**config.mk**
```make
export PLATFORM = sky130hd
export DESIGN_NAME = adcc_top
export DESIGN_NICKNAME = d
export VERILOG_FILES = /design/src/core/adcc_pkg.sv /design/src/core/adcc_seq.sv /design/src/core/adcc_top.sv
export SDC_FILE = /design/constraint.sdc
export NUM_CORES = 1
export LEC_CHECK = 0
export BUFFER_PORTS_ARGS = -buffer_cell sky130_fd_sc_hd__buf_4
export CAP_MARGIN = 20
export CORE_MARGIN = 2
export CORE_UTILIZATION = 30
export DETAILED_ROUTE_END_ITERATION = 7
export GPL_TIMING_DRIVEN = 0
export MAX_ROUTING_LAYER = met4
export PLACE_DENSITY = 0.55
export SETUP_SLACK_MARGIN = 0.05
export SLEW_MARGIN = 20
export SYNTH_ARGS = -nofsm -noshare
export SYNTH_HDL_FRONTEND = slang
export SYNTH_SLANG_ARGS = --single-unit
```
**constraint.sdc**
```tcl
create_clock -name i_core_clk -period 1.9 [get_ports i_core_clk]
set_input_delay 0.19 -clock i_core_clk [delete_from_list [all_inputs] [get_ports i_core_clk]]
set_output_delay 0.19 -clock i_core_clk [all_outputs]
set_load 0.05 [all_outputs]
```
**src/core/adcc_pkg.sv**
```systemverilog
// Purpose: Constants and types for the converter control register block
// Assumes: 8-bit special-function register bus, one 125 MHz clock
package adcc_pkg;

  // ********************************************************
  // Register map
  // ********************************************************
  localparam logic [7:0] ADCC_CTRL_ADDR  = 8'hE8;
  localparam logic [7:0] ADCC_CTRL_RESET = 8'h00;
  localparam int         ADCC_B_ENABLE   = 7;
  localparam int         ADCC_B_BURST    = 6;
  localparam int         ADCC_B_DONE     = 5;
  localparam int         ADCC_B_BUSY     = 4;
  localparam int         ADCC_B_WINDOW   = 3;
  localparam int         ADCC_B_LJUST    = 2;
  localparam int         ADCC_B_SRC_HI   = 1;
  localparam int         ADCC_B_SRC_LO   = 0;
  localparam logic [1:0] ADCC_SRC_SW     = 2'h0;

  // ********************************************************
  // Repeat counts
  // ********************************************************
  localparam logic [4:0] ADCC_RPT_1  = 5'h01;
  localparam logic [4:0] ADCC_RPT_4  = 5'h04;
  localparam logic [4:0] ADCC_RPT_8  = 5'h08;
  localparam logic [4:0] ADCC_RPT_16 = 5'h10;

  typedef enum logic [1:0] {
    ADCC_IDLE,
    ADCC_CONV,
    ADCC_WAIT
  } adcc_state_t;

  typedef struct packed {
    logic       wr;
    logic       rd;
    logic [7:0] addr;
    logic [7:0] wdata;
    logic       bit_wr;
    logic [2:0] bit_idx;
    logic       bit_val;
  } adcc_bus_t;

  typedef struct packed {
    logic       powered;
    logic       start;
  } adcc_conv_t;

endpackage

```
**src/core/adcc_seq.sv**
```systemverilog
// Purpose: Conversion sequencer for the repeat count and completion
// Assumes: Converter gives a one-cycle done per single conversion
// Notes:   Starts are ignored while a sequence runs
`timescale 1ns/1ps
`default_nettype none
module adcc_seq (
  input  wire logic       i_core_clk,
  input  wire logic       i_reset_n,
  input  wire logic       i_go,
  input  wire logic [1:0] i_repeat_count,
  input  wire logic       i_conv_done,
  output logic            o_busy,
  output logic            o_finish,
  output logic            o_conv_start
);
  import adcc_pkg::*;

  typedef struct packed {
    adcc_state_t state;
    logic [4:0]  remain;
    logic        busy;
    logic        finish;
    logic        start;
  } adcc_seq_t;

  adcc_seq_t s_r;
  adcc_seq_t s_nxt;
  logic [4:0] total;

  always_comb begin
    case (i_repeat_count)
      2'h0:    total = ADCC_RPT_1;
      2'h1:    total = ADCC_RPT_4;
      2'h2:    total = ADCC_RPT_8;
      default: total = ADCC_RPT_16;
    endcase
  end

  always_comb begin
    s_nxt        = s_r;
    s_nxt.finish = 1'b0;
    s_nxt.start  = 1'b0;
    case (s_r.state)
      ADCC_IDLE: begin
        if (i_go) begin
          s_nxt.state  = ADCC_CONV;
          s_nxt.remain = total;
          s_nxt.busy   = 1'b1;
          s_nxt.start  = 1'b1;
        end
      end
      ADCC_CONV: begin
        if (i_conv_done) begin
          if (s_r.remain == ADCC_RPT_1) begin
            s_nxt.state  = ADCC_IDLE;
            s_nxt.busy   = 1'b0;
            s_nxt.finish = 1'b1;
          end else begin
            s_nxt.remain = s_r.remain - ADCC_RPT_1;
            s_nxt.state  = ADCC_WAIT;
          end
        end
      end
      default: begin
        // One idle cycle so the converter sees a fresh start edge
        s_nxt.state = ADCC_CONV;
        s_nxt.start = 1'b1;
      end
    endcase
  end

  always_ff @(posedge i_core_clk or negedge i_reset_n) begin
    if (!i_reset_n) begin
      s_r <= '0;
    end else begin
      s_r <= s_nxt;
    end
  end

  assign o_busy       = s_r.busy;
  assign o_finish     = s_r.finish;
  assign o_conv_start = s_r.start;
endmodule
`default_nettype wire

```
**src/core/adcc_top.sv**
```systemverilog
// Purpose: Converter control register with start, busy and flags
// Assumes: Byte and single-bit writes arrive on the register bus
// Notes:   Analog core, window limits and clock divider live outside
`timescale 1ns/1ps
`default_nettype none
module adcc_top (
  input  wire logic              i_core_clk,
  input  wire logic              i_reset_n,
  input  wire adcc_pkg::adcc_bus_t i_bus,
  input  wire logic [1:0]        i_repeat_count,
  input  wire logic [1:0]        i_trig,
  input  wire logic              i_conv_done,
  input  wire logic              i_window_match,
  output logic [7:0]             o_rdata,
  output logic                   o_conv_start,
  output logic                   o_powered,
  output logic                   o_left_justify,
  output logic                   o_burst_enable,
  output logic [1:0]             o_start_source_sel
);
  import adcc_pkg::*;

  // ********************************************************
  // State
  // ********************************************************
  typedef struct packed {
    logic [7:0] ctrl;
    logic [7:0] rdata;
    logic       powered;
    logic       go;
    logic       burst_hold;
  } adcc_top_t;

  adcc_top_t s_r;
  adcc_top_t s_nxt;
  logic      busy;
  logic      finish;
  logic      seq_start;
  logic      sel;
  logic [7:0] wr_val;
  logic [7:0] wr_mask;

  adcc_seq u_seq (
    .i_core_clk     (i_core_clk),
    .i_reset_n      (i_reset_n),
    .i_go           (s_r.go),
    .i_repeat_count (i_repeat_count),
    .i_conv_done    (i_conv_done),
    .o_busy         (busy),
    .o_finish       (finish),
    .o_conv_start   (seq_start)
  );

  // ********************************************************
  // Bus decode
  // ********************************************************
  always_comb begin
    sel     = (i_bus.addr == ADCC_CTRL_ADDR);
    wr_val  = i_bus.wdata;
    wr_mask = 8'hFF;
    if (i_bus.bit_wr) begin
      // Bit access touches only the addressed bit
      wr_mask = 8'h01 << i_bus.bit_idx;
      wr_val  = {8{i_bus.bit_val}};
    end
  end

  // ********************************************************
  // Next state
  // ********************************************************
  always_comb begin
    s_nxt    = s_r;
    s_nxt.go = 1'b0;
    if (sel && (i_bus.wr || i_bus.bit_wr)) begin
      s_nxt.ctrl = (s_r.ctrl & ~wr_mask) | (wr_val & wr_mask);
      // Busy is owned by the sequencer; a written 1 only starts
      s_nxt.ctrl[ADCC_B_BUSY] = s_r.ctrl[ADCC_B_BUSY];
      // Burst with enable clear still takes starts and wakes per start
      if (wr_mask[ADCC_B_BUSY] && wr_val[ADCC_B_BUSY] &&
          s_r.ctrl[ADCC_B_SRC_HI:ADCC_B_SRC_LO] == ADCC_SRC_SW &&
          (s_r.ctrl[ADCC_B_ENABLE] || s_r.ctrl[ADCC_B_BURST])) begin
        s_nxt.go = 1'b1;
      end
    end
    if ((s_r.ctrl[ADCC_B_ENABLE] || s_r.ctrl[ADCC_B_BURST]) &&
        s_r.ctrl[ADCC_B_SRC_HI:ADCC_B_SRC_LO] != ADCC_SRC_SW &&
        i_trig[0]) begin
      s_nxt.go = 1'b1;
    end
    // Hardware set wins over a same-cycle software clear
    if (finish) begin
      s_nxt.ctrl[ADCC_B_DONE] = 1'b1;
    end
    if (i_window_match) begin
      s_nxt.ctrl[ADCC_B_WINDOW] = 1'b1;
    end
    // Go is in flight to the sequencer for a cycle; cover it, no dip
    s_nxt.ctrl[ADCC_B_BUSY] = busy | s_r.go | s_nxt.go;
    // Power: enable holds it on; burst with enable clear wakes per start
    if (s_nxt.ctrl[ADCC_B_ENABLE]) begin
      s_nxt.powered = 1'b1;
    end else if (s_nxt.ctrl[ADCC_B_BURST]) begin
      s_nxt.burst_hold = s_nxt.ctrl[ADCC_B_BUSY];
      s_nxt.powered    = s_nxt.burst_hold;
    end else begin
      s_nxt.powered    = 1'b0;
      s_nxt.burst_hold = 1'b0;
    end
    s_nxt.rdata = s_nxt.ctrl;
  end

  always_ff @(posedge i_core_clk or negedge i_reset_n) begin
    if (!i_reset_n) begin
      s_r <= '0;
    end else begin
      s_r <= s_nxt;
    end
  end

  // ********************************************************
  // Outputs
  // ********************************************************
  assign o_rdata            = s_r.rdata;
  assign o_conv_start       = seq_start;
  assign o_powered          = s_r.powered;
  assign o_left_justify     = s_r.ctrl[ADCC_B_LJUST];
  assign o_burst_enable     = s_r.ctrl[ADCC_B_BURST];
  assign o_start_source_sel = s_r.ctrl[ADCC_B_SRC_HI:ADCC_B_SRC_LO];
endmodule
`default_nettype wire

```
==> impl_results.md <==
- Status: completed
- Synth area leaders: dfrtp_1 (40%), inv_1 (4.6%), nor2_1 (3.6%)
- Critical Path RT: 2.05 ns
- Die H: 68.2 microns
- Reg-to-reg startpoint: u_seq.s_r[4]
- First-pass GRT wire length: 5070 microns
- Ports: 45
- Grt total ovfl: 0
- Post-route ant nets: 0
- Root Driver: clkbuf_8
- Fillers: 416
- Buffers on Ports: 40
- Final Util: 41.8%
- Static Leak: 0.801 nW
- CORE AREA: 3970 sq um
- Share of the synthesized area in the top cell type: approximately 40%
- Fmax: around 600 MHz
- Fin area: 1660 sq um
- Synth area leader: dfrtp_1
- Final Net Count: 213
- Worst-margin pin slew: 0.559 ns
- Fin crit share: 88.0%
- Placed Area: roughly 1600 sq um
- Mapped Area: 1240 sq um
- DRC: 0
- Crit start category: flip-flop
- Hold path start: i_window_match
- Share of layout cells above drive strength 1: 33.7%
- Post-DR wirelength/cell: 13.7 microns
- Worst vdd ir: between 0.3 and 0.4 mV
- Hold Fails Final Rpt: 0
- Leading cell type in the layout, fill and taps excluded: buf_4
- Type of the worst min-delay path: input port to flip-flop
- Most frequent cells in the layout: buf_4 (44), dfrtp_1 (20), inv_1 (15), nor2_1 (12), nand2_1 (11)
- R2R Setup Slk: 0.23 ns
- Synth cell types: 42
- Synth Flop Type: dfrtp_1
- Power Density: about 800 nW/um^2
- CTS HTree Levels: 1
- Final setup fails: 0
- Initial Util: 31.2%
- Largest net degree at the start of global routing: 21
- Post-DP HPWL: 2370 microns
- CP endpoint kind: flip-flop
- Total CTS buffers: 3
- GPL Wtd Cong: a little under 0.9
- Origin of the worst setup path: u_seq.s_r[4]
- Unrepaired setup endpoints after global routing: false
- CP Capture Point: u_seq.s_r[4]
- DR vias/cell: slightly below 5
- Final min period: 1.67 ns
- Max-slew headroom: 62.6%
- Syn-to-layout area delta: 34.1%
- CP max FO: 5
- Clk slew on worst S/H paths: 0.08 ns
- CTS sink count: 20
- Tot GR Track Use: approximately 15%
- Final Max Slew Viols: 0
- Worst setup path class: flip-flop to flip-flop
- Die ar.: ~4700 sq um
- DIE WIDTH: 68.2 microns
- Worst-skew pair later-pin latency: 0.26 ns
- Site Rows: 23
- Post-synth ARST share: 100%
- Post-synthesis sequential area ratio: between 40% and 50%
- CTS tree: done
- Cell count after synthesis: 134
- Max-cap viol count: 0
- Routed WL: roughly 3100 microns
- CTS max path bufs: 2
- Initial DRC count: 37
- First-pass DRT Iterations: 4
- Seq cells post-synth: 20
- # diodes: 0
- Syn Area/Cell: 9.23 sq um
- EDFF count, synth: 0
- Routed via count: 1121
- Clk_skew: between 0.006 and 0.007 ns
- Total power: 1.32 mW
- Placed insts: 224
- Post-synth net total: ~170
- Vias in the first global route: ~1100
- Synth warn: 0
- Cell Count, Final, Fillers Out: between 200 and 250
- Arrival @ worst endpoint: 1.83 ns
- Antenna violations before repair: 0
- R2R depth: 6
- Worst r2r dst: u_seq.s_r[4]
-- worst max-delay path, cell delays in order (launching register included) --
cell and delay [ns]:
dfrtp_1 0.38, inv_1 0.07, ha_1 0.17, nor4b_2 0.18, o21a_1 0.23, or2_2 0.34
a21o_1 0.20
-- logic make-up (layout without fill, tap and decap cells) --
logic type	after synthesis	in the layout	synth area share, %
compound gates	33	33	23.3
buf+inv	25	69	9.61
mux	2	2	1.62
flops	20	20	40.4
fa+ha+maj	2	2	2.02
simple gates	52	52	23.1
-- synthesized netlist by cell type (all sizes together), types with 3 or more instances --
cell / number
inv: 15
a21o: 3
dfrtp: 20
nand2: 11
nand2b: 3
buf: 7
nand3b: 4
clkbuf: 3
nor2: 12
a2111oi: 4
o22ai: 6
nor3: 9
a21oi: 4
o21ai: 4
-- stage by stage --
stage / hold slack, ns / setup TNS (ns) / worst slack [ns]
6_report: 0.150 / 0 / 0.228
5_1_grt: 0.131 / 0 / 0.132
4_1_cts: 0.133 / 0 / 0.144
3_5_place_dp: 0.0964 / 0 / 0.00369
3_3_place_gp: 0.0921 / -0.0516 / -0.0340
2_1_floorplan: -0.106 / 0 / 0.251
-- layout make-up --
cell class,instances,area [sq um],area share (%)
multi-input combinational,89,626,37.7
sequential,20,500,30.2
timing repair buffer,41,310,18.7
buffer,10,62.6,3.77
tap,50,62.6,3.77
inverter,15,56.3,3.39
clock buffer,3,41.3,2.49
-- worst min path at each step --
stage,end,slack [ns],cells after the start
2_1_floorplan,asynchronous set/reset pin,-0.11,0
3_3_place_gp,asynchronous set/reset pin,0.09,1
3_5_place_dp,asynchronous set/reset pin,0.1,1
4_1_cts,o_rdata[3],0.13,2
5_1_grt,o_rdata[3],0.13,2
6_report,o_rdata[3],0.15,2
-- metal layers --
metal	share of wire [%]	vias up	global-route usage, %
met5	0	-	-
met4	0.42	0	2.25
met3	5.7	2	4.28
met2	47	27	26.0
met1	47	523	18.0
li1	-	569	-
-- where the power goes --
| group | leakage, nW | total (mW) | switching (mW) | internal, mW |
|---|---|---|---|---|
| registers | 0.257 | 0.577 | 0.0656 | 0.511 |
| logic | 0.522 | 0.466 | 0.279 | 0.187 |
| clock network | 0.0216 | 0.282 | 0.140 | 0.141 |
| total | 0.801 | 1.32 | 0.485 | 0.839 |
-- timing repair --
item | CTS | global route
buffers inserted | 0 | 0
endpoints found under the setup margin | 5 | 1
resized for setup | 1 | 1
hold buffers | 1 | 0
endpoints found under the hold margin | 20 | 0
(Power assumes the default switching activity.)
